[config.mk]
export PLATFORM = sky130hd
export DESIGN_NAME = rom_zone_write_protect
export DESIGN_NICKNAME = d
export VERILOG_FILES = /design/src/rom_zone_pkg.sv /design/src/write_cycle_timer.sv /design/src/rom_zone_write_protect.sv
export SDC_FILE = /design/constraint.sdc
export NUM_CORES = 1
export LEC_CHECK = 0
export ABC_AREA = 1
export BUFFER_PORTS_ARGS = -buffer_cell sky130_fd_sc_hd__buf_2
export CAP_MARGIN = 20
export CORE_ASPECT_RATIO = 1.2
export CORE_MARGIN = 2
export CORE_UTILIZATION = 64
export DETAILED_ROUTE_END_ITERATION = 7
export PLACE_DENSITY_LB_ADDON = 0.05
export SETUP_SLACK_MARGIN = 0.15
export SYNTH_ARGS = -nofsm -noshare
export SYNTH_HDL_FRONTEND = slang
export SYNTH_HIERARCHICAL = 1
export SYNTH_SLANG_ARGS = --single-unit
[constraint.sdc]
create_clock -name clk_i -period 3.75 [get_ports clk_i]
set_clock_uncertainty 0.1 [all_clocks]
set_input_delay 0.5625 -clock clk_i [delete_from_list [all_inputs] [get_ports clk_i]]
set_output_delay 0.5625 -clock clk_i [all_outputs]
set_load 0.02 [all_outputs]
[src/rom_zone_pkg.sv]
// Notes on behaviour
// Array splits into four 256-bit zones; any combination may become read-only.
// One nonvolatile lock bit per zone survives power cycles and resets.
// Lock bit 0 means writable (delivered state); 1 blocks all writes forever.
// Each lock bit may only go from 0 to 1, never back.
// Zones cover 00h-1Fh, 20h-3Fh, 40h-5Fh, 60h-7Fh; selectors 01h, 02h, 04h, 08h.
// Master queries status by dummy write with opcode 7h, then selector byte.
// Upper nibble of the selector byte is ignored; low nibble is decoded.
// Query acks address, selector, read address; returns 00h unlocked or FFh locked.
// Master locks a zone by start, opcode-7h write, selector, FFh, stop.
// Stop after acked FFh starts the timed write; any earlier stop aborts.
// No command is answered until a running protection write has finished.
// Master avoids pulling the line low during a write, else holds it low long.
// Opcode 1h write is a freeze request; acked unless already frozen.
// Freeze needs 55h then AAh; wrong byte is refused and nothing freezes.
// Freeze write starts only on stop after acked AAh; other stops abort.
// Once frozen, no lock bit can ever change again.
// Stop is an idle high frame; master leaves the line high during freeze write.
// Array write acks address and word address; data refused in a locked zone.
// Array write into an unlocked zone acks data and continues normally.
// A selector matching none of the four is refused and does nothing.
// When frozen, a lock data byte is refused and all lock bits stay unchanged.
package rom_zone_pkg;

  localparam int ZONES                = 4;
  localparam int CLK_MHZ              = 250;
  // Self-timed write duration; plain default, the real figure is set per product
  localparam int WRITE_CYCLE_TIME_US  = 1000;
  localparam int WRITE_CYCLE_CYCLES   = WRITE_CYCLE_TIME_US * CLK_MHZ;

  localparam logic [3:0] OP_ZONE      = 4'h7;
  localparam logic [3:0] OP_FREEZE    = 4'h1;
  localparam logic [3:0] OP_ARRAY     = 4'ha;

  localparam int OP_MSB               = 7;
  localparam int OP_LSB               = 4;
  localparam int SLV_MSB              = 3;
  localparam int SLV_LSB              = 1;
  localparam int RW_BIT               = 0;
  localparam int ZONE_MSB             = 6;
  localparam int ZONE_LSB             = 5;

  localparam logic [3:0] SEL_ZONE0    = 4'h1;
  localparam logic [3:0] SEL_ZONE1    = 4'h2;
  localparam logic [3:0] SEL_ZONE2    = 4'h4;
  localparam logic [3:0] SEL_ZONE3    = 4'h8;

  localparam logic [7:0] LOCK_DATA    = 8'hff;
  localparam logic [7:0] FREEZE_KEY0  = 8'h55;
  localparam logic [7:0] FREEZE_KEY1  = 8'haa;
  localparam logic [7:0] STAT_OPEN    = 8'h00;
  localparam logic [7:0] STAT_LOCKED  = 8'hff;

  typedef enum logic [3:0] {
    ST_IDLE,
    ST_DEVADDR,
    ST_ZSEL,
    ST_ZDATA,
    ST_ZSTOP,
    ST_FKEY0,
    ST_FKEY1,
    ST_FSTOP,
    ST_AWORD,
    ST_ADATA,
    ST_IGNORE,
    ST_BUSY
  } fsm_e;

  // Byte-level events from the bit-frame engine
  typedef struct packed {
    logic       start;
    logic       stop;
    logic       valid;
    logic [7:0] data;
  } rx_s;

  // Answers back to the bit-frame engine
  typedef struct packed {
    logic       ack_valid;
    logic       ack;
    logic       rd_valid;
    logic [7:0] rd_data;
  } ans_s;

  // Programming request to the nonvolatile cells
  typedef struct packed {
    logic [ZONES-1:0] set_lock;
    logic             set_freeze;
  } nv_req_s;

endpackage

[src/write_cycle_timer.sv]
`timescale 1ns/1ns
module write_cycle_timer #(
  parameter int CYCLES = rom_zone_pkg::WRITE_CYCLE_CYCLES
) (
  input  wire logic clk_i,
  input  wire logic rst_n_i,
  input  wire logic start_i,
  output logic      busy_o,
  output logic      done_o
);

  typedef struct packed {
    logic [31:0] cnt;
    logic        run;
    logic        done;
  } tmr_s;

  tmr_s r;
  tmr_s next_r;

  always_comb begin
    next_r      = r;
    next_r.done = 1'b0;
    if (start_i && !r.run) begin
      next_r.run = 1'b1;
      next_r.cnt = 32'(CYCLES - 1);
    end else if (r.run) begin
      if (r.cnt == 32'h0) begin
        next_r.run  = 1'b0;
        next_r.done = 1'b1;
      end else begin
        next_r.cnt = r.cnt - 32'h1;
      end
    end
  end

  always_ff @(posedge clk_i or negedge rst_n_i) begin
    if (!rst_n_i) begin
      r <= '0;
    end else begin
      r <= next_r;
    end
  end

  assign busy_o = r.run;
  assign done_o = r.done;

endmodule

[src/rom_zone_write_protect.sv]
`timescale 1ns/1ns
module rom_zone_write_protect #(
  parameter logic [2:0] SLAVE_ADDR         = 3'h0,
  parameter int         WRITE_CYCLE_CYCLES = rom_zone_pkg::WRITE_CYCLE_CYCLES
) (
  input  wire logic                            clk_i,
  input  wire logic                            rst_n_i,
  input  wire rom_zone_pkg::rx_s               rx_i,
  input  wire logic [rom_zone_pkg::ZONES-1:0]  nv_lock_i,
  input  wire logic                            nv_frozen_i,
  output rom_zone_pkg::ans_s                   ans_o,
  output rom_zone_pkg::nv_req_s                nv_req_o,
  output logic                                 busy_o
);

  typedef struct packed {
    rom_zone_pkg::fsm_e                 st;
    logic [3:0]                         sel;
    logic [1:0]                         wzone;
    logic                               sel_ok;
    rom_zone_pkg::ans_s                 ans;
    rom_zone_pkg::nv_req_s              req;
    logic                               launch;
    logic                               busy;
  } ctl_s;

  ctl_s r;
  ctl_s next_r;
  logic tmr_done;

  // One-hot selector decode on the low nibble only
  function automatic logic sel_valid(input logic [7:0] b);
    logic [3:0] n;
    n = b[3:0];
    return (n == rom_zone_pkg::SEL_ZONE0) || (n == rom_zone_pkg::SEL_ZONE1) ||
           (n == rom_zone_pkg::SEL_ZONE2) || (n == rom_zone_pkg::SEL_ZONE3);
  endfunction

  // Lock state of the zone picked by a stored selector
  function automatic logic sel_locked(input logic [3:0] s, input logic [3:0] lk);
    return |(s & lk);
  endfunction

  function automatic logic [7:0] status_byte(input logic locked);
    return locked ? rom_zone_pkg::STAT_LOCKED : rom_zone_pkg::STAT_OPEN;
  endfunction

  write_cycle_timer #(
    .CYCLES (WRITE_CYCLE_CYCLES)
  ) u_timer (
    .clk_i   (clk_i),
    .rst_n_i (rst_n_i),
    .start_i (r.launch),
    .busy_o  (),
    .done_o  (tmr_done)
  );

  always_comb begin
    logic [3:0] op;
    logic       rw;
    logic       mine;
    op            = rx_i.data[rom_zone_pkg::OP_MSB:rom_zone_pkg::OP_LSB];
    rw            = rx_i.data[rom_zone_pkg::RW_BIT];
    mine          = rx_i.data[rom_zone_pkg::SLV_MSB:rom_zone_pkg::SLV_LSB] == SLAVE_ADDR;
    next_r        = r;
    next_r.ans    = '0;
    next_r.launch = 1'b0;

    if (r.st == rom_zone_pkg::ST_BUSY) begin
      // Everything on the line is ignored until the cell write ends
      if (tmr_done) begin
        next_r.st  = rom_zone_pkg::ST_IDLE;
        next_r.req = '0;
      end
    end else if (rx_i.stop) begin
      case (r.st)
        rom_zone_pkg::ST_ZSTOP: begin
          next_r.st           = rom_zone_pkg::ST_BUSY;
          next_r.req.set_lock = r.sel;
          next_r.launch       = 1'b1;
        end
        rom_zone_pkg::ST_FSTOP: begin
          next_r.st             = rom_zone_pkg::ST_BUSY;
          next_r.req.set_freeze = 1'b1;
          next_r.launch         = 1'b1;
        end
        default: begin
          next_r.st = rom_zone_pkg::ST_IDLE;
        end
      endcase
      next_r.sel_ok = 1'b0;
    end else if (rx_i.start) begin
      // Repeated start keeps the selector for the status read
      next_r.st = rom_zone_pkg::ST_DEVADDR;
    end else if (rx_i.valid) begin
      case (r.st)
        rom_zone_pkg::ST_DEVADDR: begin
          next_r.st = rom_zone_pkg::ST_IGNORE;
          if (mine) begin
            case (op)
              rom_zone_pkg::OP_ZONE: begin
                if (!rw) begin
                  next_r.ans.ack_valid = 1'b1;
                  next_r.ans.ack       = 1'b1;
                  next_r.sel_ok        = 1'b0;
                  next_r.st            = rom_zone_pkg::ST_ZSEL;
                end else begin
                  next_r.ans.ack_valid = 1'b1;
                  next_r.ans.ack       = r.sel_ok;
                  next_r.ans.rd_valid  = r.sel_ok;
                  next_r.ans.rd_data   = status_byte(sel_locked(r.sel, nv_lock_i));
                end
              end
              rom_zone_pkg::OP_FREEZE: begin
                if (!rw) begin
                  next_r.ans.ack_valid = 1'b1;
                  next_r.ans.ack       = !nv_frozen_i;
                  if (!nv_frozen_i) begin
                    next_r.st = rom_zone_pkg::ST_FKEY0;
                  end
                end
              end
              rom_zone_pkg::OP_ARRAY: begin
                if (!rw) begin
                  next_r.ans.ack_valid = 1'b1;
                  next_r.ans.ack       = 1'b1;
                  next_r.st            = rom_zone_pkg::ST_AWORD;
                end
              end
              default: begin
                next_r.st = rom_zone_pkg::ST_IGNORE;
              end
            endcase
          end
        end
        rom_zone_pkg::ST_ZSEL: begin
          next_r.ans.ack_valid = 1'b1;
          if (sel_valid(rx_i.data)) begin
            next_r.ans.ack = 1'b1;
            next_r.sel     = rx_i.data[3:0];
            next_r.sel_ok  = 1'b1;
            next_r.st      = rom_zone_pkg::ST_ZDATA;
          end else begin
            next_r.ans.ack = 1'b0;
            next_r.st      = rom_zone_pkg::ST_IGNORE;
          end
        end
        rom_zone_pkg::ST_ZDATA: begin
          next_r.ans.ack_valid = 1'b1;
          next_r.sel_ok        = 1'b0;
          if (rx_i.data == rom_zone_pkg::LOCK_DATA && !nv_frozen_i) begin
            next_r.ans.ack = 1'b1;
            next_r.st      = rom_zone_pkg::ST_ZSTOP;
          end else begin
            next_r.ans.ack = 1'b0;
            next_r.st      = rom_zone_pkg::ST_IGNORE;
          end
        end
        rom_zone_pkg::ST_FKEY0: begin
          next_r.ans.ack_valid = 1'b1;
          next_r.ans.ack       = rx_i.data == rom_zone_pkg::FREEZE_KEY0;
          next_r.st            = (rx_i.data == rom_zone_pkg::FREEZE_KEY0) ?
                                 rom_zone_pkg::ST_FKEY1 : rom_zone_pkg::ST_IGNORE;
        end
        rom_zone_pkg::ST_FKEY1: begin
          next_r.ans.ack_valid = 1'b1;
          next_r.ans.ack       = rx_i.data == rom_zone_pkg::FREEZE_KEY1;
          next_r.st            = (rx_i.data == rom_zone_pkg::FREEZE_KEY1) ?
                                 rom_zone_pkg::ST_FSTOP : rom_zone_pkg::ST_IGNORE;
        end
        rom_zone_pkg::ST_AWORD: begin
          next_r.ans.ack_valid = 1'b1;
          next_r.ans.ack       = 1'b1;
          next_r.wzone         = rx_i.data[rom_zone_pkg::ZONE_MSB:rom_zone_pkg::ZONE_LSB];
          next_r.st            = rom_zone_pkg::ST_ADATA;
        end
        rom_zone_pkg::ST_ADATA: begin
          next_r.ans.ack_valid = 1'b1;
          if (nv_lock_i[r.wzone]) begin
            next_r.ans.ack = 1'b0;
            next_r.st      = rom_zone_pkg::ST_IDLE;
          end else begin
            next_r.ans.ack = 1'b1;
            next_r.st      = rom_zone_pkg::ST_ADATA;
          end
        end
        rom_zone_pkg::ST_ZSTOP, rom_zone_pkg::ST_FSTOP: begin
          // Extra byte where only a stop belongs
          next_r.ans.ack_valid = 1'b1;
          next_r.ans.ack       = 1'b0;
          next_r.st            = rom_zone_pkg::ST_IGNORE;
        end
        default: begin
          next_r.st = r.st;
        end
      endcase
    end
    next_r.busy = next_r.st == rom_zone_pkg::ST_BUSY;
  end

  always_ff @(posedge clk_i or negedge rst_n_i) begin
    if (!rst_n_i) begin
      r <= '0;
    end else begin
      r <= next_r;
    end
  end

  assign ans_o    = r.ans;
  assign nv_req_o = r.req;
  assign busy_o   = r.busy;

endmodule

==> metrics.txt, run 1 <==
# TYPE chip_impl_metric gauge
chip_impl_info{name="run_status",value="finished, final reports clean"} 1
chip_impl_metric{name="ctsLongestPathBuffers",unit=""} 2
chip_impl_metric{name="antennaDiodeCount",unit=""} 0
chip_impl_metric{name="worst_slew_pin_slew",unit="ns"} 0.828
chip_impl_metric{name="die_area",unit="um2"} 6910
chip_impl_metric{name="finalPower",unit="mW"} 2.44
chip_impl_metric{name="synth.yosys.seq_area_share",unit="%"} 35.0
chip_impl_metric{name="critical_path_cell_count",unit=""} 10
chip_impl_metric{name="maximum_frequency_from_static_timing_analysis",unit="MHz"} 439
chip_impl_metric{name="dpl.hpwl",unit="um"} 7730
chip_impl_metric{name="power.leakage",unit="nW"} 2.22
chip_impl_metric{name="drt_iter0_markers",unit=""} 315
chip_impl_metric{name="placed_cell_area",unit="um2"} 4090
chip_impl_metric{name="placed_cells_incl_taps",unit=""} 694
chip_impl_metric{name="cpPeakStageDelay",unit="ns"} 0.43
chip_impl_metric{name="routed_wirelength",unit="um"} 9770
chip_impl_info{name="path_common_cell",value="nor2_4"} 1
chip_impl_info{name="criticalPathCategory",value="reg -> reg"} 1
chip_impl_metric{name="worstPathMaxFanout",unit=""} 34
chip_impl_info{name="cts_tree",value="yes"} 1
chip_impl_metric{name="port_buffers",unit=""} 34
chip_impl_info{name="synthDominantAreaCellType",value="dfrtp_1"} 1
chip_impl_metric{name="cts_num_sinks",unit=""} 56
chip_impl_metric{name="grtUsageTotal",unit="%"} 29.9
chip_impl_info{name="critical_path.reg2reg.endpoint",value="u_timer/r[26]$_DFFE_PN0P_"} 1
chip_impl_info{name="synth.area.top_cells",value="dfrtp_1 (35%), nand2_1 (17%), nor2_1 (9.7%), nand3_1 (6.0%), inv_1 (5.8%)"} 1
chip_impl_metric{name="wire_per_inst",unit="um"} 13.9
chip_impl_metric{name="ir_drop",unit="mV"} 0.344
chip_impl_metric{name="syn-mean-instance-area",unit="um2"} 6.69
chip_impl_metric{name="cts_setup_buffers",unit=""} 0
chip_impl_metric{name="setup_total_negative_slack",unit="ns"} 0
chip_impl_metric{name="nFillCells",unit=""} 571
chip_impl_metric{name="grt_overflow_total",unit=""} 0
chip_impl_info{name="timing.critical_path.to_type",value="flip-flop"} 1
chip_impl_metric{name="cp.required",unit="ns"} 3.90
chip_impl_info{name="critical_path_slowest_stage_cell",value="nor2_8"} 1
chip_impl_info{name="critical_path.cell_chain",value="inv_1 -> ha_1 -> nand2_2 -> nor2_4 -> nand2_4 -> nor2_4 -> nor2_4 -> nor2_8 -> nand2_1 -> o21ai_2"} 1
chip_impl_metric{name="die_width",unit="um"} 76.2
chip_impl_metric{name="r2r_cells",unit=""} 10
chip_impl_info{name="grt_setup_unrepaired",value="false"} 1
chip_impl_metric{name="instances_no_fill",unit=""} 701
chip_impl_metric{name="area_of_the_mapped_netlist",unit="um2"} 4010
chip_impl_metric{name="register_to_register_setup_slack",unit="ns"} 1.47
chip_impl_info{name="reg2reg_from",value="u_timer/r[2]$_DFFE_PN0P_"} 1
chip_impl_metric{name="routed_via_density",unit=""} 5.51
chip_impl_metric{name="path_buf_inv",unit=""} 1
chip_impl_info{name="cts_root_buf",value="clkbuf_8"} 1
chip_impl_info{name="startpoint",value="u_timer/r[2]$_DFFE_PN0P_"} 1
chip_impl_metric{name="synth-seq-cells",unit=""} 56
chip_impl_metric{name="setup_viol_count_final",unit=""} 0
chip_impl_metric{name="grt_first_pass_wirelength",unit="um"} 16800
chip_impl_metric{name="max_cap_viol_count",unit=""} 0
chip_impl_metric{name="relative_slew_slack",unit="%"} 44.8
chip_impl_metric{name="number_of_global_route_vias_before_repair",unit=""} 3784
chip_impl_metric{name="grt_max_degree",unit=""} 38
chip_impl_metric{name="placement_rows",unit=""} 31
chip_impl_info{name="timing.critical_path.from_type",value="flip-flop"} 1
chip_impl_metric{name="nNetsFinal",unit=""} 638
chip_impl_metric{name="drcViolationCount",unit=""} 0
chip_impl_metric{name="maxSlewViolCount",unit=""} 0
chip_impl_metric{name="design.core.area",unit="um2"} 6050
chip_impl_info{name="layout.cells.most_common",value="nand2_1"} 1
chip_impl_metric{name="clk_latency",unit="ns"} 0.31
chip_impl_metric{name="fin_area",unit="um2"} 4220
chip_impl_metric{name="power.density",unit="nW/um2"} 577
chip_impl_metric{name="fin_crit_sh",unit="%"} 60.7
chip_impl_metric{name="cts_resized",unit=""} 0
chip_impl_metric{name="floorplan.initialDensity",unit="%"} 66.2
chip_impl_metric{name="num_io_pins",unit=""} 35
chip_impl_metric{name="clock_tree.htree_level_count",unit=""} 2
chip_impl_info{name="holdCritPathClass",value="in -> async"} 1
chip_impl_metric{name="number_of_warning_messages_in_the_yosys_log",unit=""} 6
chip_impl_metric{name="fraction_of_final_layout_cells_with_drive_strength_greater_than_1",unit="%"} 13.1
chip_impl_metric{name="worstPathArrival",unit="ns"} 2.43
chip_impl_info{name="critical-path-top-delay-family",value="simple AND/OR/NAND/NOR gates"} 1
chip_impl_metric{name="cts_made_buffers",unit=""} 5
chip_impl_info{name="final_cell_mix",value="nand2_1 (182), nor2_1 (104), inv_1 (62), dfrtp_1 (56), nand3_1 (48)"} 1
chip_impl_metric{name="layout-area-overhead-vs-synth",unit="%"} 5.40
chip_impl_metric{name="detail_route.first_pass.iterations",unit=""} 6
chip_impl_metric{name="die_h",unit="um"} 90.7
chip_impl_metric{name="finalWeightedCongestion",unit=""} 0.997
chip_impl_metric{name="synth_top_area_share",unit="%"} 35.0
chip_impl_metric{name="detail-route-antenna-nets",unit=""} 0
chip_impl_metric{name="synthCells",unit=""} 599
chip_impl_metric{name="final.min_clock_period",unit="ns"} 2.28
chip_impl_metric{name="synth_fp_nets",unit=""} 618
chip_impl_info{name="worstSetupEndpoint",value="u_timer/r[26]$_DFFE_PN0P_"} 1
chip_impl_metric{name="yosysUniqueCellTypes",unit=""} 32
chip_impl_metric{name="timing.final.hold_violations",unit=""} 0
chip_impl_metric{name="detailroute.via_count",unit=""} 3860
chip_impl_metric{name="path_clk_slew",unit="ns"} 0.11
chip_impl_metric{name="antenna_violations_before_repair",unit=""} 0
chip_impl_metric{name="cts-hold-fix-buffers",unit=""} 0
[through the flow]
stage,utilization (%),hold WS (ns),setup WS (ns)
after floorplan,-,0.167,1.92
after CTS,69.8,0.269,1.47
final,69.8,0.238,1.47
after global routing,69.8,0.311,1.30
after detailed placement,67.7,0.388,1.49
after global placement,67.7,0.378,1.60
[Yosys cell counts, drive strengths merged]
cell type  instances
nor2             117
inv               66
ha                 1
o21ai             40
buf               22
clkbuf             1
nand3             48
o21a               1
nand4             13
a21boi             2
a21oi              8
nand2            191
xor2               5
nor3               8
nor4               1
o22ai              3
dfrtp             56
nand3b             6
xnor2              1
o21bai             9
[routing by layer]
layer	global-route usage [%]	part of all wire, %	vias to the layer above
met5	0	0	-
met4	14.4	4.5	0
met3	4.20	3.7	39
met2	57.3	53	126
met1	31.8	39	1764
li1	-	-	1931
[registers in the layout, summed over array words and instances (netlist names)]
signal          flops
u_timer/r          32
u_timer/busy_o      1
u_timer/done_o      1
busy_o              1
nv_req_o            5
ans_o               4
r                  12
[cells by family after synthesis]
family                   count (synthesis)  synth area share [%]
buffers and inverters                   89                  11.2
AND/OR/NAND/NOR                        384                  42.0
adder cells (fa/ha/maj)                  1                 0.312
XOR/XNOR                                 6                  1.31
AO/OA/AOI/OAI                           63                  10.2
flip-flops                              56                  35.0
[cell type report]
class	count	area, um2	share of cell area [%]
tap	82	103	2.43
timing repair buffer	36	185	4.39
multi-input combinational	454	2160	51.1
clock buffer	5	68.8	1.63
clock inverter	2	60.1	1.42
inverter	66	248	5.87
sequential	56	1400	33.2
[power by group]
part	total (mW)	internal, mW	switching, mW
Sequential	0.808	0.698	0.110
Clock	0.460	0.263	0.197
Combinational	1.17	0.325	0.841
Total	2.44	1.29	1.15
[how the worst min path moves through the flow]
stage	startpoint	end	slack, ns	cells past startpoint
CTS	rst_n_i	u_timer/r[15]$_DFFE_PN0P_	0.27	1
global placement	r[21]$_DFFE_PN0P_	r[21]$_DFFE_PN0P_	0.38	2
floorplan	rst_n_i	ans_o[10]$_DFF_PN0_	0.17	0
detailed placement	r[21]$_DFFE_PN0P_	r[21]$_DFFE_PN0P_	0.39	2
finish	rst_n_i	u_timer/r[15]$_DFFE_PN0P_	0.24	1
global route	rst_n_i	u_timer/r[15]$_DFFE_PN0P_	0.31	1
Power figures use the tool's default switching activity.
==> run 2, diff against run 1 <==
Settings changed: ABC_AREA 1 to 0, CORE_UTILIZATION 64 to 54.
Clock period 3.75 ns to 2 ns, I/O delays scaled along.
==> metrics.txt, run 2 <==
# TYPE chip_impl_metric gauge
chip_impl_metric{name="largest_register_ff_count",unit=""} 32
chip_impl_info{name="synth_commonest_cells",value="dfrtp_1 (56), nor2_1 (36), nand2_1 (33)"} 1
chip_impl_metric{name="share_seq_of_total_power",unit="%"} 32.4
chip_impl_metric{name="final.setup.worst_slack",unit="ns"} -0.341
chip_impl_metric{name="p_comb_share",unit="%"} 52.5
chip_impl_info{name="reg2reg_from",value="u_timer/r[2]$_DFFE_PN0P_"} 1
chip_impl_info{name="reg_with_most_ffs",value="u_timer/r"} 1
chip_impl_metric{name="power.internal",unit="mW"} 3.02
chip_impl_info{name="cts_root_buf",value="clkbuf_8"} 1
chip_impl_metric{name="grt_max_degree",unit=""} 57
chip_impl_metric{name="detailroute.via_count",unit=""} 3532
chip_impl_metric{name="fin_crit_sh",unit="%"} 117
chip_impl_metric{name="fin_area",unit="um2"} 4870
chip_impl_metric{name="maxSlewViolCount",unit=""} 0
chip_impl_metric{name="timing.final.hold_violations",unit=""} 0
chip_impl_metric{name="ir_drop",unit="mV"} 0.723
chip_impl_metric{name="yosysUniqueCellTypes",unit=""} 60
chip_impl_metric{name="nNetsFinal",unit=""} 516
chip_impl_metric{name="antennaDiodeCount",unit=""} 0
chip_impl_info{name="synth.area.top_cells",value="dfrtp_1 (40%), mux2i_1 (6.2%), nor2_1 (3.8%), nand2_1 (3.5%), buf_4 (3.4%)"} 1
chip_impl_metric{name="clk_latency",unit="ns"} 0.31
chip_impl_metric{name="worstPathMaxFanout",unit=""} 4
chip_impl_metric{name="synth_edf_count",unit=""} 0
chip_impl_metric{name="placement_rows",unit=""} 32
chip_impl_metric{name="footprint_of_the_multi_input_gates",unit="um2"} 2220
chip_impl_metric{name="ctsLongestPathBuffers",unit=""} 2
chip_impl_metric{name="path_clk_slew",unit="ns"} 0.11
chip_impl_metric{name="nFillCells",unit=""} 456
chip_impl_info{name="layout.cells.most_common",value="buf_4"} 1
chip_impl_metric{name="die_h",unit="um"} 92.8
chip_impl_metric{name="max_cap_viol_count",unit=""} 0
chip_impl_info{name="min_from",value="rx_i[10]"} 1
chip_impl_metric{name="synth.yosys.seq_area_share",unit="%"} 39.5
chip_impl_metric{name="cp.required",unit="ns"} 2.16
chip_impl_metric{name="placed_cell_area",unit="um2"} 4310
chip_impl_metric{name="grt_overflow_total",unit=""} 0
chip_impl_metric{name="power_frac_clock",unit="%"} 15.1
chip_impl_info{name="postSynth.topFlopCell",value="dfrtp_1"} 1
chip_impl_info{name="final_cell_mix",value="buf_4 (85), dfrtp_1 (56), buf_2 (34), nor2_1 (32), nand2_1 (31)"} 1
chip_impl_metric{name="cts_num_sinks",unit=""} 56
chip_impl_metric{name="cts_made_buffers",unit=""} 5
chip_impl_metric{name="clock_tree.htree_level_count",unit=""} 2
chip_impl_metric{name="synth_top_area_share",unit="%"} 39.5
chip_impl_metric{name="post-route-util",unit="%"} 76.0
chip_impl_metric{name="syn-mean-instance-area",unit="um2"} 9.04
chip_impl_metric{name="detail-route-antenna-nets",unit=""} 0
chip_impl_metric{name="synth_async_sr_flop_share",unit="%"} 100
chip_impl_metric{name="drcViolationCount",unit=""} 0
chip_impl_info{name="startpoint",value="u_timer/r[2]$_DFFE_PN0P_"} 1
chip_impl_info{name="timing.critical_path.from_type",value="flip-flop"} 1
chip_impl_metric{name="setup_viol_count_final",unit=""} 34
chip_impl_metric{name="maximum_frequency_from_static_timing_analysis",unit="MHz"} 427
chip_impl_metric{name="final.min_clock_period",unit="ns"} 2.34
chip_impl_metric{name="holdWs",unit="ns"} 0.238
chip_impl_metric{name="total_switching_power",unit="mW"} 2.08
chip_impl_metric{name="sequential_cell_area",unit="um2"} 1400
chip_impl_info{name="yosys.cell_count.top_type",value="dfrtp_1"} 1
chip_impl_metric{name="synth-seq-cells",unit=""} 56
chip_impl_metric{name="worst_slew_pin_slew",unit="ns"} 0.466
chip_impl_metric{name="num_io_pins",unit=""} 35
chip_impl_metric{name="grt_first_pass_wirelength",unit="um"} 16300
chip_impl_metric{name="finalWeightedCongestion",unit=""} 0.974
chip_impl_metric{name="die_area",unit="um2"} 7230
chip_impl_metric{name="grtUsageTotal",unit="%"} 28.5
chip_impl_metric{name="relative_slew_slack",unit="%"} 68.5
chip_impl_metric{name="port_buffers",unit=""} 34
chip_impl_metric{name="layout-area-overhead-vs-synth",unit="%"} 37.3
chip_impl_info{name="synthDominantAreaCellType",value="dfrtp_1"} 1
chip_impl_info{name="grt_setup_unrepaired",value="true"} 1
chip_impl_info{name="violations_in_the_final_reports",value="negative setup slack"} 1
chip_impl_metric{name="die_width",unit="um"} 78.0
chip_impl_metric{name="design.core.area",unit="um2"} 6410
chip_impl_metric{name="power.density",unit="nW/um2"} 1050
chip_impl_info{name="timing.critical_path.to_type",value="flip-flop"} 1
chip_impl_metric{name="fraction_of_final_layout_cells_with_drive_strength_greater_than_1",unit="%"} 43.8
chip_impl_metric{name="routed_wirelength",unit="um"} 10400
chip_impl_metric{name="wire_per_inst",unit="um"} 17.8
chip_impl_metric{name="power.leakage",unit="nW"} 2.25
chip_impl_metric{name="synthCells",unit=""} 392
chip_impl_metric{name="detail_route.first_pass.iterations",unit=""} 4
chip_impl_metric{name="drt_iter0_markers",unit=""} 234
chip_impl_info{name="criticalPathCategory",value="reg -> reg"} 1
chip_impl_metric{name="number_of_warning_messages_in_the_yosys_log",unit=""} 6
chip_impl_metric{name="floorplan.initialDensity",unit="%"} 55.3
chip_impl_metric{name="synth_fp_nets",unit=""} 411
chip_impl_metric{name="area_of_the_mapped_netlist",unit="um2"} 3540
chip_impl_metric{name="worstPathArrival",unit="ns"} 2.50
chip_impl_metric{name="finalPower",unit="mW"} 5.11
chip_impl_metric{name="power_switching_share",unit="%"} 40.8
chip_impl_info{name="cts_tree",value="yes"} 1
chip_impl_info{name="holdCritPathClass",value="in -> reg"} 1
chip_impl_metric{name="routed_via_density",unit=""} 6.06
chip_impl_info{name="run_status",value="complete, but fails checks"} 1
chip_impl_metric{name="antenna_violations_before_repair",unit=""} 0
chip_impl_metric{name="number_of_global_route_vias_before_repair",unit=""} 3457
chip_impl_metric{name="dpl.hpwl",unit="um"} 6990
==> run 2: timing repair <==
item | CTS | global route
hold endpoints to repair | 56 | 0
resized for setup | 35 | 39
setup buffers | 9 | 7
gates cloned | 1 | 0
pin swaps | 18 | 9
hold buffers | 1 | 0
endpoints found under the setup margin | 45 | 51
==> run 2: cells by family (layout without fill, tap and decap cells) <==
group / count (synthesis) / after routing / share of synthesized area, %
buffers and inverters: 47 / 152 / 7.24
and+or+nand+nor: 185 / 186 / 30.5
xor gates and xnor gates: 3 / 3 / 0.741
DFF: 56 / 56 / 39.5
AOI/OAI and AO/OA: 72 / 72 / 13.5
muxes: 28 / 28 / 8.12
adders and majority gates: 1 / 1 / 0.353
==> run 2: worst paths after layout <==
path	end	slack, ns	cells after the start
setup / recovery	u_timer/r[24]$_DFFE_PN0P_	-0.34	7
hold / removal	r[27]$_DFF_PN0_	0.24	4
max in group asynchronous	u_timer/r[21]$_DFFE_PN0P_	1.13	3
setup reg to reg	u_timer/r[24]$_DFFE_PN0P_	-0.34	7
min in group asynchronous	u_timer/r[25]$_DFFE_PN0P_	0.41	3
hold reg to reg	nv_req_o[2]$_DFFE_PN0P_	0.43	1
==> run 2: area by class of cell <==
cell class              instances  area share (%)
multi-input cells             290            45.7
flip-flops and latches         56            28.8
repair buffers                134            20.2
well taps                      85            2.19
clock buffers                   5            1.41
clock inverters                 3           0.951
inverters                      10           0.771
==> run 2: stage by stage <==
| stage | setup slack [ns] | setup TNS [ns] | std cells |
|---|---|---|---|
| finish | -0.341 | -6.40 | 583 |
| CTS | -0.178 | -2.91 | 576 |
| floorplan | -0.268 | -1.52 | 392 |
| global route | -0.389 | -9.23 | 583 |
| detailed placement | -0.229 | -4.00 | 557 |
| global placement | -0.147 | -2.47 | 557 |
==> run 2: layer usage <==
| layer | global-route usage, % | part of all wire (%) |
|---|---|---|
| met1 | 32.6 | 38 |
| met2 | 52.0 | 54 |
| met3 | 3.61 | 3.4 |
| met4 | 13.6 | 4.0 |
| met5 | 0 | 0 |
==> run 2: critical path: stages (launching register included) <==
cell     delay (ns)
dfrtp_1        0.40
inv_1          0.06
ha_2           0.17
nor4b_4        0.29
nand3_2        0.20
or4_4          0.56
or4_1          0.42
nand2_1        0.08
==> run 2: power by group through the flow <==
stage | clock (mW) | combinational, mW | sequential [mW]
floorplan | 0 | 1.15 | 1.68
global placement | 0 | 2.16 | 1.65
detailed placement | 0 | 2.22 | 1.66
CTS | 0.785 | 2.42 | 1.65
global route | 0.826 | 2.88 | 1.68
finish | 0.772 | 2.68 | 1.66
==> run 3, diff against run 2 <==
Settings changed: CORE_UTILIZATION 54 to 59, RECOVER_POWER from default to 25.
Clock period 2 ns to 2.5 ns, I/O delays scaled along.
==> metrics.txt, run 3 (synthesis results as in run 2) <==
# TYPE chip_impl_metric gauge
chip_impl_info{name="startpoint",value="u_timer/r[2]$_DFFE_PN0P_"} 1
chip_impl_metric{name="grt_first_pass_wirelength",unit="um"} 13700
chip_impl_metric{name="clock_tree.htree_level_count",unit=""} 2
chip_impl_info{name="worst_hold_path.endpoint",value="r[20]$_DFFE_PN0P_"} 1
chip_impl_metric{name="grtUsageTotal",unit="%"} 26.7
chip_impl_info{name="timing.critical_path.to_type",value="flip-flop"} 1
chip_impl_info{name="critical_path.reg2reg.endpoint",value="u_timer/r[24]$_DFFE_PN0P_"} 1
chip_impl_info{name="reg_with_most_ffs",value="u_timer/r"} 1
chip_impl_metric{name="drcViolationCount",unit=""} 0
chip_impl_info{name="run_status",value="finished, final reports clean"} 1
chip_impl_metric{name="cp.required",unit="ns"} 2.65
chip_impl_metric{name="instances_no_fill",unit=""} 503
chip_impl_metric{name="maximum_frequency_from_static_timing_analysis",unit="MHz"} 427
chip_impl_metric{name="largest_register_ff_count",unit=""} 32
chip_impl_metric{name="nFillCells",unit=""} 483
chip_impl_info{name="layout.cells.most_common",value="dfrtp_1"} 1
chip_impl_info{name="min_from",value="rx_i[6]"} 1
chip_impl_metric{name="post-route-util",unit="%"} 68.0
chip_impl_metric{name="layout-area-overhead-vs-synth",unit="%"} 10.1
chip_impl_metric{name="setup_viol_count_final",unit=""} 0
chip_impl_metric{name="placed_cell_area",unit="um2"} 3760
chip_impl_metric{name="clk_latency",unit="ns"} 0.31
chip_impl_metric{name="design.core.area",unit="um2"} 5740
chip_impl_metric{name="grt_max_degree",unit=""} 26
chip_impl_metric{name="maxSlewViolCount",unit=""} 0
chip_impl_info{name="grt_setup_unrepaired",value="true"} 1
chip_impl_info{name="final_cell_mix",value="dfrtp_1 (55), nor2_1 (36), nand2_1 (33), buf_2 (32), buf_4 (24)"} 1
chip_impl_metric{name="port_buffers",unit=""} 34
chip_impl_metric{name="dpl.hpwl",unit="um"} 6250
chip_impl_info{name="cts_root_buf",value="clkbuf_8"} 1
chip_impl_metric{name="max_cap_viol_count",unit=""} 0
chip_impl_metric{name="detail-route-antenna-nets",unit=""} 0
chip_impl_metric{name="number_of_global_route_vias_before_repair",unit=""} 2923
chip_impl_metric{name="worstPathMaxFanout",unit=""} 4
chip_impl_metric{name="dp_slack",unit="ns"} 0.153
chip_impl_metric{name="finalWeightedCongestion",unit=""} 0.932
chip_impl_metric{name="path_clk_slew",unit="ns"} 0.10
chip_impl_info{name="cts_tree",value="yes"} 1
chip_impl_metric{name="worst_slew_pin_slew",unit="ns"} 0.900
chip_impl_metric{name="power.density",unit="nW/um2"} 826
chip_impl_metric{name="detail_route.first_pass.iterations",unit=""} 4
chip_impl_info{name="holdCritPathClass",value="in -> reg"} 1
chip_impl_metric{name="routed_wirelength",unit="um"} 8510
chip_impl_metric{name="hold_critical_path_depth",unit=""} 2
chip_impl_metric{name="antenna_violations_before_repair",unit=""} 0
chip_impl_metric{name="worstPathArrival",unit="ns"} 2.49
chip_impl_metric{name="register_to_register_setup_slack",unit="ns"} 0.16
chip_impl_metric{name="power.leakage",unit="nW"} 1.79
chip_impl_metric{name="cts_made_buffers",unit=""} 5
chip_impl_metric{name="die_area",unit="um2"} 6650
chip_impl_metric{name="nNetsFinal",unit=""} 441
chip_impl_metric{name="r2r_cells",unit=""} 7
chip_impl_metric{name="ctsLongestPathBuffers",unit=""} 2
chip_impl_info{name="criticalPathCategory",value="reg -> reg"} 1
chip_impl_metric{name="setup_total_negative_slack",unit="ns"} 0
chip_impl_metric{name="final.setup.worst_slack",unit="ns"} 0.160
chip_impl_metric{name="holdWs",unit="ns"} 0.305
chip_impl_metric{name="finalPower",unit="mW"} 3.23
chip_impl_metric{name="cts_num_sinks",unit=""} 56
chip_impl_metric{name="drt_iter0_markers",unit=""} 231
chip_impl_metric{name="routed_via_density",unit=""} 6.20
chip_impl_metric{name="fin_area",unit="um2"} 3900
chip_impl_metric{name="num_io_pins",unit=""} 35
chip_impl_metric{name="fin_crit_sh",unit="%"} 93.6
chip_impl_info{name="timing.critical_path.from_type",value="flip-flop"} 1
chip_impl_metric{name="ir_drop",unit="mV"} 0.565
chip_impl_metric{name="timing.final.hold_violations",unit=""} 0
chip_impl_metric{name="grt_overflow_total",unit=""} 0
chip_impl_metric{name="floorplan.initialDensity",unit="%"} 61.7
chip_impl_metric{name="placement_rows",unit=""} 30
chip_impl_metric{name="placed_cells_incl_taps",unit=""} 491
chip_impl_metric{name="wire_per_inst",unit="um"} 16.9
chip_impl_metric{name="die_h",unit="um"} 88.9
chip_impl_metric{name="relative_slew_slack",unit="%"} 40.0
chip_impl_metric{name="die_width",unit="um"} 74.8
chip_impl_metric{name="detailroute.via_count",unit=""} 3118
chip_impl_metric{name="fraction_of_final_layout_cells_with_drive_strength_greater_than_1",unit="%"} 22.5
chip_impl_metric{name="final.min_clock_period",unit="ns"} 2.34
chip_impl_metric{name="antennaDiodeCount",unit=""} 0
chip_impl_info{name="reg2reg_from",value="u_timer/r[2]$_DFFE_PN0P_"} 1
## run 3: worst max path at each step
stage	to	depth (start not counted)
6_report	u_timer/r[24]$_DFFE_PN0P_	7
5_1_grt	u_timer/r[26]$_DFFE_PN0P_	8
4_1_cts	u_timer/r[24]$_DFFE_PN0P_	7
3_5_place_dp	u_timer/r[24]$_DFFE_PN0P_	7
3_3_place_gp	u_timer/r[28]$_DFFE_PN0P_	8
2_1_floorplan	u_timer/r[24]$_DFFE_PN0P_	8
## run 3: timing repair
| action | in CTS | in global routing |
|---|---|---|
| setup buffers | 0 | 3 |
| hold buffers | 1 | 0 |
| endpoints found under the hold margin | 15 | 0 |
| pin swaps | 0 | 4 |
| gates resized for setup | 1 | 6 |
| setup endpoints to repair | 6 | 18 |
## run 3: report_power, final
| group | internal, mW | leakage, nW | switching, mW |
|---|---|---|---|
| registers | 1.12 | 0.734 | 0.279 |
| clock network | 0.196 | 0.0479 | 0.304 |
| logic | 0.591 | 1.00 | 0.737 |
## run 3: worst max-delay path: stages, from the launching register on
cell and delay, ns:
dfrtp_1 0.43, inv_1 0.07, ha_1 0.17, nor4b_4 0.26, nand3_1 0.20, or4_4 0.55
or4_1 0.42, nand2_1 0.08
## run 3: cell type report
class	instances	area [um2]	share of cell area, %
tap	80	100	2.56
inverter	10	37.5	0.962
timing repair buffer	60	363	9.29
multi-input combinational	289	1910	49.0
clock buffer	5	68.8	1.76
sequential	56	1400	35.9
clock inverter	3	18.8	0.481
## run 3: layer usage
metal	GRT usage [%]	share of wire (%)	up-vias
met1	31.1	40	1495
met4	11.7	2.8	0
li1	-	-	1505
met5	0	0	-
met2	48.9	53	100
met3	3.04	4.1	18
